===== src/core/gpcfg_map.vh =====
`ifndef GPCFG_MAP_VH
`define GPCFG_MAP_VH

// ********************************************************
// Selector codes seen through a port window
// ********************************************************
`define GPCFG_SEL_NONE      8'h00
`define GPCFG_SEL_DIR       8'h01
`define GPCFG_SEL_ALT       8'h02
`define GPCFG_SEL_OD        8'h03
`define GPCFG_SEL_HD        8'h04
`define GPCFG_SEL_WAKE      8'h05

// ********************************************************
// Register map of the plain register port
// ********************************************************
`define GPCFG_ADDR_W        5
// Port p selector at {0,p,0}, window at {0,p,1}
`define GPCFG_ADDR_PAIR_BIT 4
`define GPCFG_ADDR_WIN_BIT  0
`define GPCFG_ADDR_PORT_LSB 1
`define GPCFG_ADDR_PORT_MSB 3
`define GPCFG_ADDR_STATUS   5'h10
`define GPCFG_ADDR_MASK     5'h11
`define GPCFG_ADDR_INDATA   5'h12

// ********************************************************
// Reset values
// ********************************************************
`define GPCFG_RST_SEL       8'h00
`define GPCFG_RST_DIR       8'hff
`define GPCFG_RST_BANK      8'h00
`define GPCFG_RST_STATUS    8'h00
`define GPCFG_RST_MASK      8'h00
`define GPCFG_RD_ZERO       8'h00

`endif


===== src/core/gpcfg_top.v =====
// Design decisions made here: the register addresses and strobed register access.
`timescale 1ns/1ps
`include "gpcfg_map.vh"

// Overview of operation
// - Alt bit 0: GPIO, direction bit rules
// - Alt bit 1: peripheral owns the pin
// - Open-drain bank reached under selector 03H
// - Open-drain bit 1 blocks high drive
// - Open-drain bit 0 drives both levels
// - Open-drain applies under alternate function too
// - Drive-strength bank reached under selector 04H
// - Drive bit picks standard or high current
// - Drive strength applies under alternate function
// - Wake bank reached under selector 05H
// - Enabled pin transition in stop wakes
// - Disabled pin transitions never wake
// - Selector 00H and 06H-FFH map nothing
// - Direction 0 drives, 1 tri-states and samples
module gpcfg_top #(
	parameter PORTS = 8,
	parameter PINS  = 8
) (
	input  wire                      clock,
	input  wire                      rst_n,
	input  wire [`GPCFG_ADDR_W-1:0]  reg_addr,
	input  wire [7:0]                reg_wdata,
	input  wire                      reg_wr,
	input  wire                      reg_rd,
	output reg  [7:0]                reg_rdata,
	input  wire                      stop_mode,
	input  wire [PORTS*PINS-1:0]     gpio_data,
	input  wire [PORTS*PINS-1:0]     alt_out,
	input  wire [PORTS*PINS-1:0]     alt_oe,
	input  wire [PORTS*PINS-1:0]     pad_in,
	output wire [PORTS*PINS-1:0]     pad_out,
	output wire [PORTS*PINS-1:0]     pad_oe,
	output wire [PORTS*PINS-1:0]     pad_high_drive,
	output reg  [PORTS*PINS-1:0]     pin_in_data,
	output wire                      stop_recover,
	output reg                       irq
);

	localparam N = PORTS * PINS;

	// ********************************************************
	// Flat views of the per-port banks
	// ********************************************************
	wire [N-1:0]       dir_flat;
	wire [N-1:0]       alt_flat;
	wire [N-1:0]       od_flat;
	wire [N-1:0]       hd_flat;
	wire [N-1:0]       wake_flat;
	wire [N-1:0]       pin_event;
	wire [PORTS-1:0]   port_event;
	wire [PORTS*8-1:0] sel_flat;
	wire [PORTS*8-1:0] win_flat;

	reg  [7:0]         status;
	reg  [7:0]         mask;
	reg  [7:0]         next_rdata;
	reg  [7:0]         next_status;

	wire               pair_hit;
	wire [2:0]         pair_port;
	wire               win_access;

	// Selector/window pairs sit in the low half of the map
	assign pair_hit   = ~reg_addr[`GPCFG_ADDR_PAIR_BIT];
	assign pair_port  = reg_addr[`GPCFG_ADDR_PORT_MSB:`GPCFG_ADDR_PORT_LSB];
	assign win_access = reg_addr[`GPCFG_ADDR_WIN_BIT];

	// ********************************************************
	// Per-port configuration banks
	// ********************************************************
	genvar p;
	generate
		for (p = 0; p < PORTS; p = p + 1) begin : g_port
			reg  [7:0] sel;
			reg  [7:0] dir;
			reg  [7:0] alt;
			reg  [7:0] od;
			reg  [7:0] hd;
			reg  [7:0] wake;
			reg  [7:0] win_view;
			wire       hit_sel;
			wire       hit_win;

			// Each port decodes its own pair, so banks never alias
			assign hit_sel = pair_hit & (pair_port == p) & ~win_access;
			assign hit_win = pair_hit & (pair_port == p) & win_access;

			// Selector steers which bank the window shows
			always @* begin
				case (sel)
					`GPCFG_SEL_DIR:  win_view = dir;
					`GPCFG_SEL_ALT:  win_view = alt;
					`GPCFG_SEL_OD:   win_view = od;
					`GPCFG_SEL_HD:   win_view = hd;
					`GPCFG_SEL_WAKE: win_view = wake;
					default:         win_view = `GPCFG_RD_ZERO;
				endcase
			end

			// Window writes land only in the bank the selector names;
			// an unmapped code swallows them, guarding against stray writes
			always @(posedge clock or negedge rst_n) begin
				if (!rst_n) begin
					sel  <= `GPCFG_RST_SEL;
					dir  <= `GPCFG_RST_DIR;
					alt  <= `GPCFG_RST_BANK;
					od   <= `GPCFG_RST_BANK;
					hd   <= `GPCFG_RST_BANK;
					wake <= `GPCFG_RST_BANK;
				end else if (reg_wr & hit_sel) begin
					sel <= reg_wdata;
				end else if (reg_wr & hit_win) begin
					case (sel)
						`GPCFG_SEL_DIR:  dir  <= reg_wdata;
						`GPCFG_SEL_ALT:  alt  <= reg_wdata;
						`GPCFG_SEL_OD:   od   <= reg_wdata;
						`GPCFG_SEL_HD:   hd   <= reg_wdata;
						`GPCFG_SEL_WAKE: wake <= reg_wdata;
						default:         sel  <= sel;
					endcase
				end
			end

			assign dir_flat[p*PINS +: PINS]  = dir[PINS-1:0];
			assign alt_flat[p*PINS +: PINS]  = alt[PINS-1:0];
			assign od_flat[p*PINS +: PINS]   = od[PINS-1:0];
			assign hd_flat[p*PINS +: PINS]   = hd[PINS-1:0];
			assign wake_flat[p*PINS +: PINS] = wake[PINS-1:0];
			assign sel_flat[p*8 +: 8]        = sel;
			assign win_flat[p*8 +: 8]        = win_view;
			assign port_event[p]             = |pin_event[p*PINS +: PINS];
		end
	endgenerate

	// ********************************************************
	// Pin output stage
	// ********************************************************
	gpcfg_pin_drive #(
		.W(N)
	) u_drive (
		.clock          (clock),
		.rst_n          (rst_n),
		.dir            (dir_flat),
		.alt            (alt_flat),
		.od             (od_flat),
		.hd             (hd_flat),
		.gpio_data      (gpio_data),
		.alt_out        (alt_out),
		.alt_oe         (alt_oe),
		.pad_out        (pad_out),
		.pad_oe         (pad_oe),
		.pad_high_drive (pad_high_drive)
	);

	// Pins are sampled only while set as GPIO inputs; outputs and alternate-function pins read 0
	always @(posedge clock or negedge rst_n) begin
		if (!rst_n) begin
			pin_in_data <= {N{1'b0}};
		end else begin
			pin_in_data <= pad_in & dir_flat & ~alt_flat;
		end
	end

	// ********************************************************
	// Stop-mode wake detection
	// ********************************************************
	gpcfg_wake_detect #(
		.W(N)
	) u_wake (
		.clock     (clock),
		.rst_n     (rst_n),
		.stop_mode (stop_mode),
		.wake_en   (wake_flat),
		.pad_in    (pad_in),
		.pin_event (pin_event),
		.wake_req  (stop_recover)
	);

	// ********************************************************
	// Wake status, mask and interrupt
	// ********************************************************

	// A wake that lands in the clearing read survives: set wins
	always @* begin
		next_status = status;
		if (reg_rd & (reg_addr == `GPCFG_ADDR_STATUS)) begin
			next_status = `GPCFG_RST_STATUS;
		end
		next_status = next_status | port_event[7:0];
	end

	always @(posedge clock or negedge rst_n) begin
		if (!rst_n) begin
			status <= `GPCFG_RST_STATUS;
			mask   <= `GPCFG_RST_MASK;
			irq    <= 1'b0;
		end else begin
			status <= next_status;
			if (reg_wr & (reg_addr == `GPCFG_ADDR_MASK)) begin
				mask <= reg_wdata;
			end
			irq <= |(next_status & mask);
		end
	end

	// ********************************************************
	// Read path, data one cycle after the strobe
	// ********************************************************
	always @* begin
		next_rdata = `GPCFG_RD_ZERO;
		if (pair_hit) begin
			if (win_access) begin
				next_rdata = win_flat[pair_port*8 +: 8];
			end else begin
				next_rdata = sel_flat[pair_port*8 +: 8];
			end
		end else begin
			case (reg_addr)
				`GPCFG_ADDR_STATUS: next_rdata = status;
				`GPCFG_ADDR_MASK:   next_rdata = mask;
				`GPCFG_ADDR_INDATA: next_rdata = {7'h00, stop_mode};
				default:            next_rdata = `GPCFG_RD_ZERO;
			endcase
		end
	end

	// Data stand for exactly the cycle after the read strobe
	always @(posedge clock or negedge rst_n) begin
		if (!rst_n) begin
			reg_rdata <= `GPCFG_RD_ZERO;
		end else if (reg_rd) begin
			reg_rdata <= next_rdata;
		end else begin
			reg_rdata <= `GPCFG_RD_ZERO;
		end
	end

endmodule // gpcfg_top


===== src/core/gpcfg_pin_drive.v =====
`timescale 1ns/1ps

// ********************************************************
// Registered output stage for a group of pins
// ********************************************************
module gpcfg_pin_drive #(
	parameter W = 64
) (
	input  wire         clock,
	input  wire         rst_n,
	input  wire [W-1:0] dir,
	input  wire [W-1:0] alt,
	input  wire [W-1:0] od,
	input  wire [W-1:0] hd,
	input  wire [W-1:0] gpio_data,
	input  wire [W-1:0] alt_out,
	input  wire [W-1:0] alt_oe,
	output reg  [W-1:0] pad_out,
	output reg  [W-1:0] pad_oe,
	output reg  [W-1:0] pad_high_drive
);

	reg [W-1:0] next_value;
	reg [W-1:0] next_enable;

	// Pick the owner of each pin, then apply the drain setting on top
	always @* begin
		next_value  = (alt & alt_out) | (~alt & gpio_data);
		next_enable = (alt & alt_oe) | (~alt & ~dir);
		// A high level is never pushed while the open-drain bit is set
		next_enable = next_enable & ~(od & next_value);
	end

	// Registered so the pads never see decode glitches
	always @(posedge clock or negedge rst_n) begin
		if (!rst_n) begin
			pad_out        <= {W{1'b0}};
			pad_oe         <= {W{1'b0}};
			pad_high_drive <= {W{1'b0}};
		end else begin
			pad_out        <= next_value;
			pad_oe         <= next_enable;
			pad_high_drive <= hd;
		end
	end

endmodule // gpcfg_pin_drive


===== src/core/gpcfg_wake_detect.v =====
`timescale 1ns/1ps

// ********************************************************
// Transition detector for stop-mode wake sources
// ********************************************************
module gpcfg_wake_detect #(
	parameter W = 64
) (
	input  wire         clock,
	input  wire         rst_n,
	input  wire         stop_mode,
	input  wire [W-1:0] wake_en,
	input  wire [W-1:0] pad_in,
	output reg  [W-1:0] pin_event,
	output reg          wake_req
);

	reg  [W-1:0] last_in;
	reg          armed;
	wire [W-1:0] next_event;

	// Only enabled pins that changed while stopped count; armed skips the
	// first stop cycle so a level left over from run mode is not a change
	assign next_event = (pad_in ^ last_in) & wake_en & {W{stop_mode & armed}};

	always @(posedge clock or negedge rst_n) begin
		if (!rst_n) begin
			last_in   <= {W{1'b0}};
			armed     <= 1'b0;
			pin_event <= {W{1'b0}};
			wake_req  <= 1'b0;
		end else begin
			last_in   <= pad_in;
			armed     <= stop_mode;
			pin_event <= next_event;
			wake_req  <= |next_event;
		end
	end

endmodule // gpcfg_wake_detect


===== config.mk =====
export PLATFORM = sky130hd
export DESIGN_NAME = gpcfg_top
export DESIGN_NICKNAME = d
export VERILOG_FILES = /design/src/core/gpcfg_top.v /design/src/core/gpcfg_pin_drive.v /design/src/core/gpcfg_wake_detect.v
export VERILOG_INCLUDE_DIRS = /design/src /design/src/core
export SDC_FILE = /design/constraint.sdc
export NUM_CORES = 1
export LEC_CHECK = 0
export BUFFER_PORTS_ARGS = -buffer_cell sky130_fd_sc_hd__buf_2
export CELL_PAD_IN_SITES_DETAIL_PLACEMENT = 2
export CELL_PAD_IN_SITES_GLOBAL_PLACEMENT = 2
export CORE_UTILIZATION = 39
export DETAILED_ROUTE_END_ITERATION = 8
export GPL_ROUTABILITY_DRIVEN = 1
export GPL_TIMING_DRIVEN = 0
export PLACE_DENSITY_LB_ADDON = 0.08
export SLEW_MARGIN = 20
export SYNTH_ARGS = -nofsm -noshare
export SYNTH_HDL_FRONTEND = slang
export SYNTH_SLANG_ARGS = --single-unit

===== constraint.sdc =====
create_clock -name clock -period 2.9 [get_ports clock]
set_clock_uncertainty 0.2 [all_clocks]
set_input_delay 0.58 -clock clock [delete_from_list [all_inputs] [get_ports clock]]
set_output_delay 0.58 -clock clock [all_outputs]
set_load 0.05 [all_outputs]

## Word level (Yosys, flattened, before mapping)

Cells that the tools add are included.

- Reduce and logical (&&, ||, !) cells: 51
- Bitwise logic cells: 71
- Equal/unequal tests: 50
- Div/mod/pow operators: 0
- Shift operators: 2
- Magnitude comparators: 0
- Multipliers: 0
- Muxes and demuxes: 13
- $add $sub $neg: 0

Operators with widths:

| kind | number |
|---|---|
| bitwise AND 64 bit | 10 |
| one-hot mux 8 bit (5 select lines) | 8 |
| NOT 64 bit | 3 |
| equality test 8 x 2 -> 1 bit, second input constant | 16 |
| equality test 8 x 3 -> 1 bit, second input constant | 16 |
| OR 64 bit | 2 |
| indexed part select 64 x 7 -> 8 bit | 2 |
| AND reduction 3 bit | 40 |
| OR reduction 8 bit | 9 |
| equality test 8 x 1 -> 1 bit, second input constant | 8 |
| OR reduction 64 bit | 1 |
| bitwise XOR 64 bit | 1 |
| bitwise AND 1 bit | 43 |
| two-way mux 8 bit | 4 |
| one-hot mux 8 bit (3 select lines) | 1 |
| equality test 5 bit, second input constant | 3 |
| equality test 3 bit, second input constant | 4 |
| NOT 1 bit | 10 |
| bitwise AND 8 bit | 1 |
| OR 8 bit | 1 |
| equality test 3 x 2 -> 1 bit, second input constant | 2 |
| equality test 3 x 1 -> 1 bit, second input constant | 1 |
| zero test 3 bit | 1 |

- Latch bits: 0
- Memories kept: 0
- Register bits: 795
- Output and inout bits: 266
- Memory bits (writable): 0
- Input bits: 274
- Bits in read-only memories: 0

## Logic depth before layout (Yosys ltp)

- Word-level depth: 6
- Depth in mapped cells: 9
- Gate-level depth less buffers: 6

## Hierarchy

From an unflattened synthesis, not the netlist that was laid out.

- Cells, all modules: 2,466
- Area total of the unflattened synthesis: 33,666.0 sq um

By module, submodules not included:

| module | area an instance (sq um) | cells an instance | times used |
|---|---|---|---|
| gpcfg_top | 21,740.9 | 1,720 | 1 |
| gpcfg_pin_drive | 7,367.1 | 448 | 1 |
| gpcfg_wake_detect | 4,558.1 | 298 | 1 |

## Worst setup path before layout

Ideal clock, no wire load.

- Path kind: input to register
- Start point: input port stop_mode
- End point: register u_wake.wake_req
- Cell stages on the path: 6
- Required time: 2.561 ns
- Slack: 0.149 ns
- Buffers on the path: 1
- Setup time: 0.139 ns
- Data arrival time: 2.413 ns
- Cell sequence: and2_4 -> buf_6 -> and3_4 -> or4_1 -> or4_1 -> or4_1

- Word-level cells in the longest chain between the ends: 3

RTL lines:

| what | RTL line | RTL |
|---|---|---|
| start, declared | gpcfg_top.v:31 | `input wire stop_mode,` |
| bitwise AND 1 bit | gpcfg_wake_detect.v:24 | `assign next_event = (pad_in ^ last_in) & wake_en & {W{stop_mode & armed}};` |
| bitwise AND 64 bit | gpcfg_wake_detect.v:24 |  |
| via u_wake.next_event[18] | gpcfg_wake_detect.v:20 | `wire [W-1:0] next_event;` |
| OR reduction 64 bit | gpcfg_wake_detect.v:36 | `wake_req <= \|next_event;` |
| end signal, assigned | gpcfg_wake_detect.v:36 |  |
| end, declared | gpcfg_wake_detect.v:15 | `output reg wake_req` |

The timed path passes the listed nets, and every way through them passes these cells.
A chain may end at the register's enable or synchronous reset.

## Worst setup path in the final report

- Start point: register g_port[7].sel[0]
- End point: register reg_rdata[5]

- Word-level cells in the longest chain between the ends: 6

RTL lines:

| what | RTL line | RTL |
|---|---|---|
| start, declared | gpcfg_top.v:79 | `reg [7:0] sel;` |
| start signal, assigned | gpcfg_top.v:109 | `` sel <= `GPCFG_RST_SEL; `` |
| start signal, assigned | gpcfg_top.v:116 | `sel <= reg_wdata;` |
| start signal, assigned | gpcfg_top.v:124 | `default: sel <= sel;` |
| equality test 8 x 3 -> 1 bit (tied with other cells) | gpcfg_top.v:95 | `case (sel)` |
| one-hot mux 8 bit (5 select lines) * | gpcfg_top.v:95 |  |
| indexed part select 64 x 7 -> 8 bit * | gpcfg_top.v:218 | `next_rdata = win_flat[pair_port*8 +: 8];` |
| two-way mux 8 bit * | gpcfg_top.v:217 | `if (win_access) begin` |
| two-way mux 8 bit * | gpcfg_top.v:216 | `if (pair_hit) begin` |
| two-way mux 8 bit * | gpcfg_top.v:236 | `end else if (reg_rd) begin` |
| end signal, assigned | gpcfg_top.v:235 | `` reg_rdata <= `GPCFG_RD_ZERO; `` |
| end signal, assigned | gpcfg_top.v:237 | `reg_rdata <= next_rdata;` |
| end signal, assigned | gpcfg_top.v:239 | `` reg_rdata <= `GPCFG_RD_ZERO; `` |
| end, declared | gpcfg_top.v:30 | `output reg [7:0] reg_rdata,` |

Mark *: on every way between the ends. The rest lies on a longest branch, timed or not.

==> results_dict.tcl <==
set metrics [dict create \
    dp_cells 4050 \
    port_buffers 529 \
    fp.coreArea_um2 83400 \
    clk_latency_ns 0.66 \
    violations "setup timing" \
    drc 0 \
    post_synth_num_cell_types 76 \
    synth_compound_area_share_pct 7.89 \
    drt-pass1-iter-count 5 \
    routed_wl_um 142000 \
    synth_ff_type "dfrtp_1" \
    r2r_setup_slack_ns -0.13 \
    final_area_um2 43400 \
    synth_top_area_share_pct 55.7 \
    layout-drive-gt1-share_pct 44.2 \
    yosysSeqAreaShare_pct 60.9 \
    powerDensity_nw_per_um2 669 \
    track_usage_pct 32.9 \
    ys_ff_latch 795 \
    cts_root_buf "clkbuf_16" \
    worstHoldStart "alt_oe[22]" \
    worst_path_max_delay_cell "a221oi_1" \
    cts_buffers 89 \
    clk_pin_slew_ns 0.06 \
    tightest_slew_ns 1.20 \
    fin_ws_ns -0.127 \
    r2r_cells 7 \
    vias 25500 \
    pwr-share-seq_pct 42.4 \
    antenna_found_initial 20 \
    cts_tree "done" \
    sw_frac_of_total_pct 28.7 \
    clock_path_buffers 3 \
    grt_pass1_wl_um 206000 \
    num-nets-final 3570 \
    drv_slew 0 \
    whs_ns 0.0155 \
    rsz0062_at_grt "true" \
    yosys-top-cells-count "dfrtp_1, mux2_2, a21oi_1" \
    async_flop_share_pct 100 \
    syn-instance-count 2433 \
    synth_top_family_by_area "multiplexers" \
    combPwrFrac_pct 14.2 \
    period_minus_slack_ns 3.03 \
    min-delay-path-class "in2reg" \
    dp_hpwl_um 94000 \
    p_clk_share_pct 43.4 \
    tns_ns -0.373 \
    finalCritPeriodShare_pct 104 \
    synth-simple-area-share_pct 9.50 \
    cts_sinks 795 \
    worstPathCellList "clkbuf_4, mux2_2, a22o_1, a221oi_1, nand2_1, a31oi_1, a32oi_1" \
    synth_most_common_cell "dfrtp_1" \
    setup_violations 7 \
    die_y_um 292 \
    r2r-end "reg_rdata[5]" \
    synth_mux_area_share_pct 18.4 \
    peakVddDrop_v 0.000416 \
    io_pins 540 \
    synth_xor_xnor_area_share_pct 1.71 \
    yosys.area.top_type "dfrtp_1" \
    slowest_delay_ns 0.59 \
    grt.overflow.total 0 \
    syn-cell-area_um2 32800 \
    viasPerCell 5.72 \
    hold_viol 0 \
    start_kind "register" \
    design.die.area_um2 85300 \
    critical_path_class "reg2reg" \
    yosys-top-cells-area "dfrtp_1, mux2_2, dfstp_2, a21oi_1, xor2_1" \
    final_cells 4461 \
    min_path_cells 3 \
    internal_power_mw 20.7 \
    p_switching_mw 8.32 \
    drt_iter0_markers 1577 \
    detail-route-antenna-nets 0 \
    r2r_start "g_port[7].sel[0]" \
    area_growth_syn_to_layout_pct 32.3 \
    gp_congestion 0.885 \
    worstHoldEndpoint "u_drive.pad_oe[22]" \
    rows 106 \
    cap_violations 0 \
    leakage_nw 20.9 \
    post_drt_wl_per_cell_um 31.7 \
    fin_util_pct 52.1 \
    grt_pass1_vias 29000 \
    avgSynthCellArea_um2 13.5 \
    end_kind "register" \
    max_freq_mhz 330 \
    start_util_pct 39.3 \
    arrival_ns 3.34 \
    synth_edf_count 0 \
    status "complete, but fails checks" \
    place_ws_ns -2.35 \
    relSlewSlack_pct 20.1 \
    synth_fa_ha_area_share_pct 0 \
    yosysWarnings 0 \
    grt_start_max_net_pins 101 \
    cp_max_fo 10 \
    cp.required_ns 3.21 \
    syn_nets 2707 \
    placed_cell_area_um2 37100 \
    fp.dieW_um 292 \
    power_mw 29.0 \
    htreeDepth 3 \
]
==> worst max-delay path: cells and delay by family, from the launching register on <==
kind / cells / cell delay, ns
AND/OR/NAND/NOR: 1 / 0.17
multiplexers: 1 / 0.40
AO/OA/AOI/OAI: 4 / 1.35
buffers and inverters: 1 / 0.31
flip-flops: 1 / 0.45
==> power groups by stage <==
stage          logic (mW)  clock network [mW]  registers, mW
5_1_grt              4.30                13.1           12.4
3_5_place_dp         3.57                   0           12.4
4_1_cts              3.98                12.7           12.2
2_1_floorplan        1.44                   0           12.8
6_report             4.12                12.6           12.3
3_3_place_gp         3.43                   0           12.4
==> timing repair <==
item / CTS / global route
pin swaps: 24 / 15
setup endpoints to repair: 196 / 65
endpoints found under the hold margin: 221 / 0
hold buffers: 205 / 0
buffers inserted: 35 / 5
resized for setup: 123 / 69
==> logic make-up (layout without fill, tap and decap cells) <==
| group | after synthesis | in the layout |
|---|---|---|
| flops | 795 | 795 |
| mux | 541 | 541 |
| simple gates | 516 | 516 |
| compound gates | 386 | 386 |
| buf+inv | 131 | 1071 |
| xor+xnor | 64 | 64 |
| other cells | 0 | 8 |
==> how the worst max path moves through the flow <==
stage / startpoint / end / slack [ns]
floorplan: stop_mode / u_wake.wake_req / 0.15
global placement: rst_n / u_drive.pad_oe[22] / -15.65
detailed placement: reg_addr[0] / reg_rdata[3] / -2.35
CTS: reg_addr[0] / reg_rdata[7] / -0.07
global route: u_wake.armed / u_wake.wake_req / -0.11
finish: g_port[7].sel[0] / reg_rdata[5] / -0.13
==> layout by cell type (no fill, tap or decap), types with 9 or more instances in the layout <==
cell	n
a211oi_2	10
a221oi_1	22
buf_4	40
bufinv_16	15
buf_2	545
and2_1	9
nand2_1	79
and3_2	15
nand4_1	9
a221o_1	9
xor2_1	64
mux2_2	508
mux2i_1	33
clkinv_2	21
nor2_1	110
nor4_1	25
clkbuf_16	93
dfstp_2	64
a21oi_1	151
dfrtp_1	729
nor2b_1	22
a31oi_1	10
a22o_1	41
a211oi_1	17
and3b_1	63
o21ai_0	29
dlygate4sd3_1	203
nand3_1	26
and3_1	54
a22oi_1	26
clkbuf_2	26
clkbuf_8	20
clkbuf_1	67
nor4_4	12
==> registers in the layout, summed over array words and instances, names as in the netlist, 8 cells and up <==
signal                  count
g_port.hd                  64
g_port.od                  64
status                      8
pin_in_data                64
mask                        8
u_wake.last_in             64
u_wake.pin_event           64
g_port.wake                64
u_drive.pad_out            64
reg_rdata                   8
g_port.alt                 64
u_drive.pad_high_drive     64
g_port.sel                 64
g_port.dir                 64
u_drive.pad_oe             64
==> cell type report <==
class | count | area [um^2]
Clock buffer | 121 | 2570
Timing Repair Buffer | 779 | 5250
Multi-Input combinational cell | 1507 | 12900
Clock inverter | 47 | 683
Antenna cell | 8 | 20.0
Inverter | 7 | 26.3
Fill cell | 7851 | 40000
Sequential cell | 795 | 20000
Tap cell | 1080 | 1350
Buffer | 117 | 628
==> layer usage <==
| layer | track usage, % | up-vias | wire length, um |
|---|---|---|---|
| met5 | 0 | - | 40 |
| met4 | 10.6 | 6 | 4330 |
| met3 | 4.96 | 234 | 7700 |
| met2 | 56.8 | 858 | 71500 |
| met1 | 42.4 | 13800 | 58000 |
| li1 | - | 10700 | - |
Power figures use the tool's default switching activity.
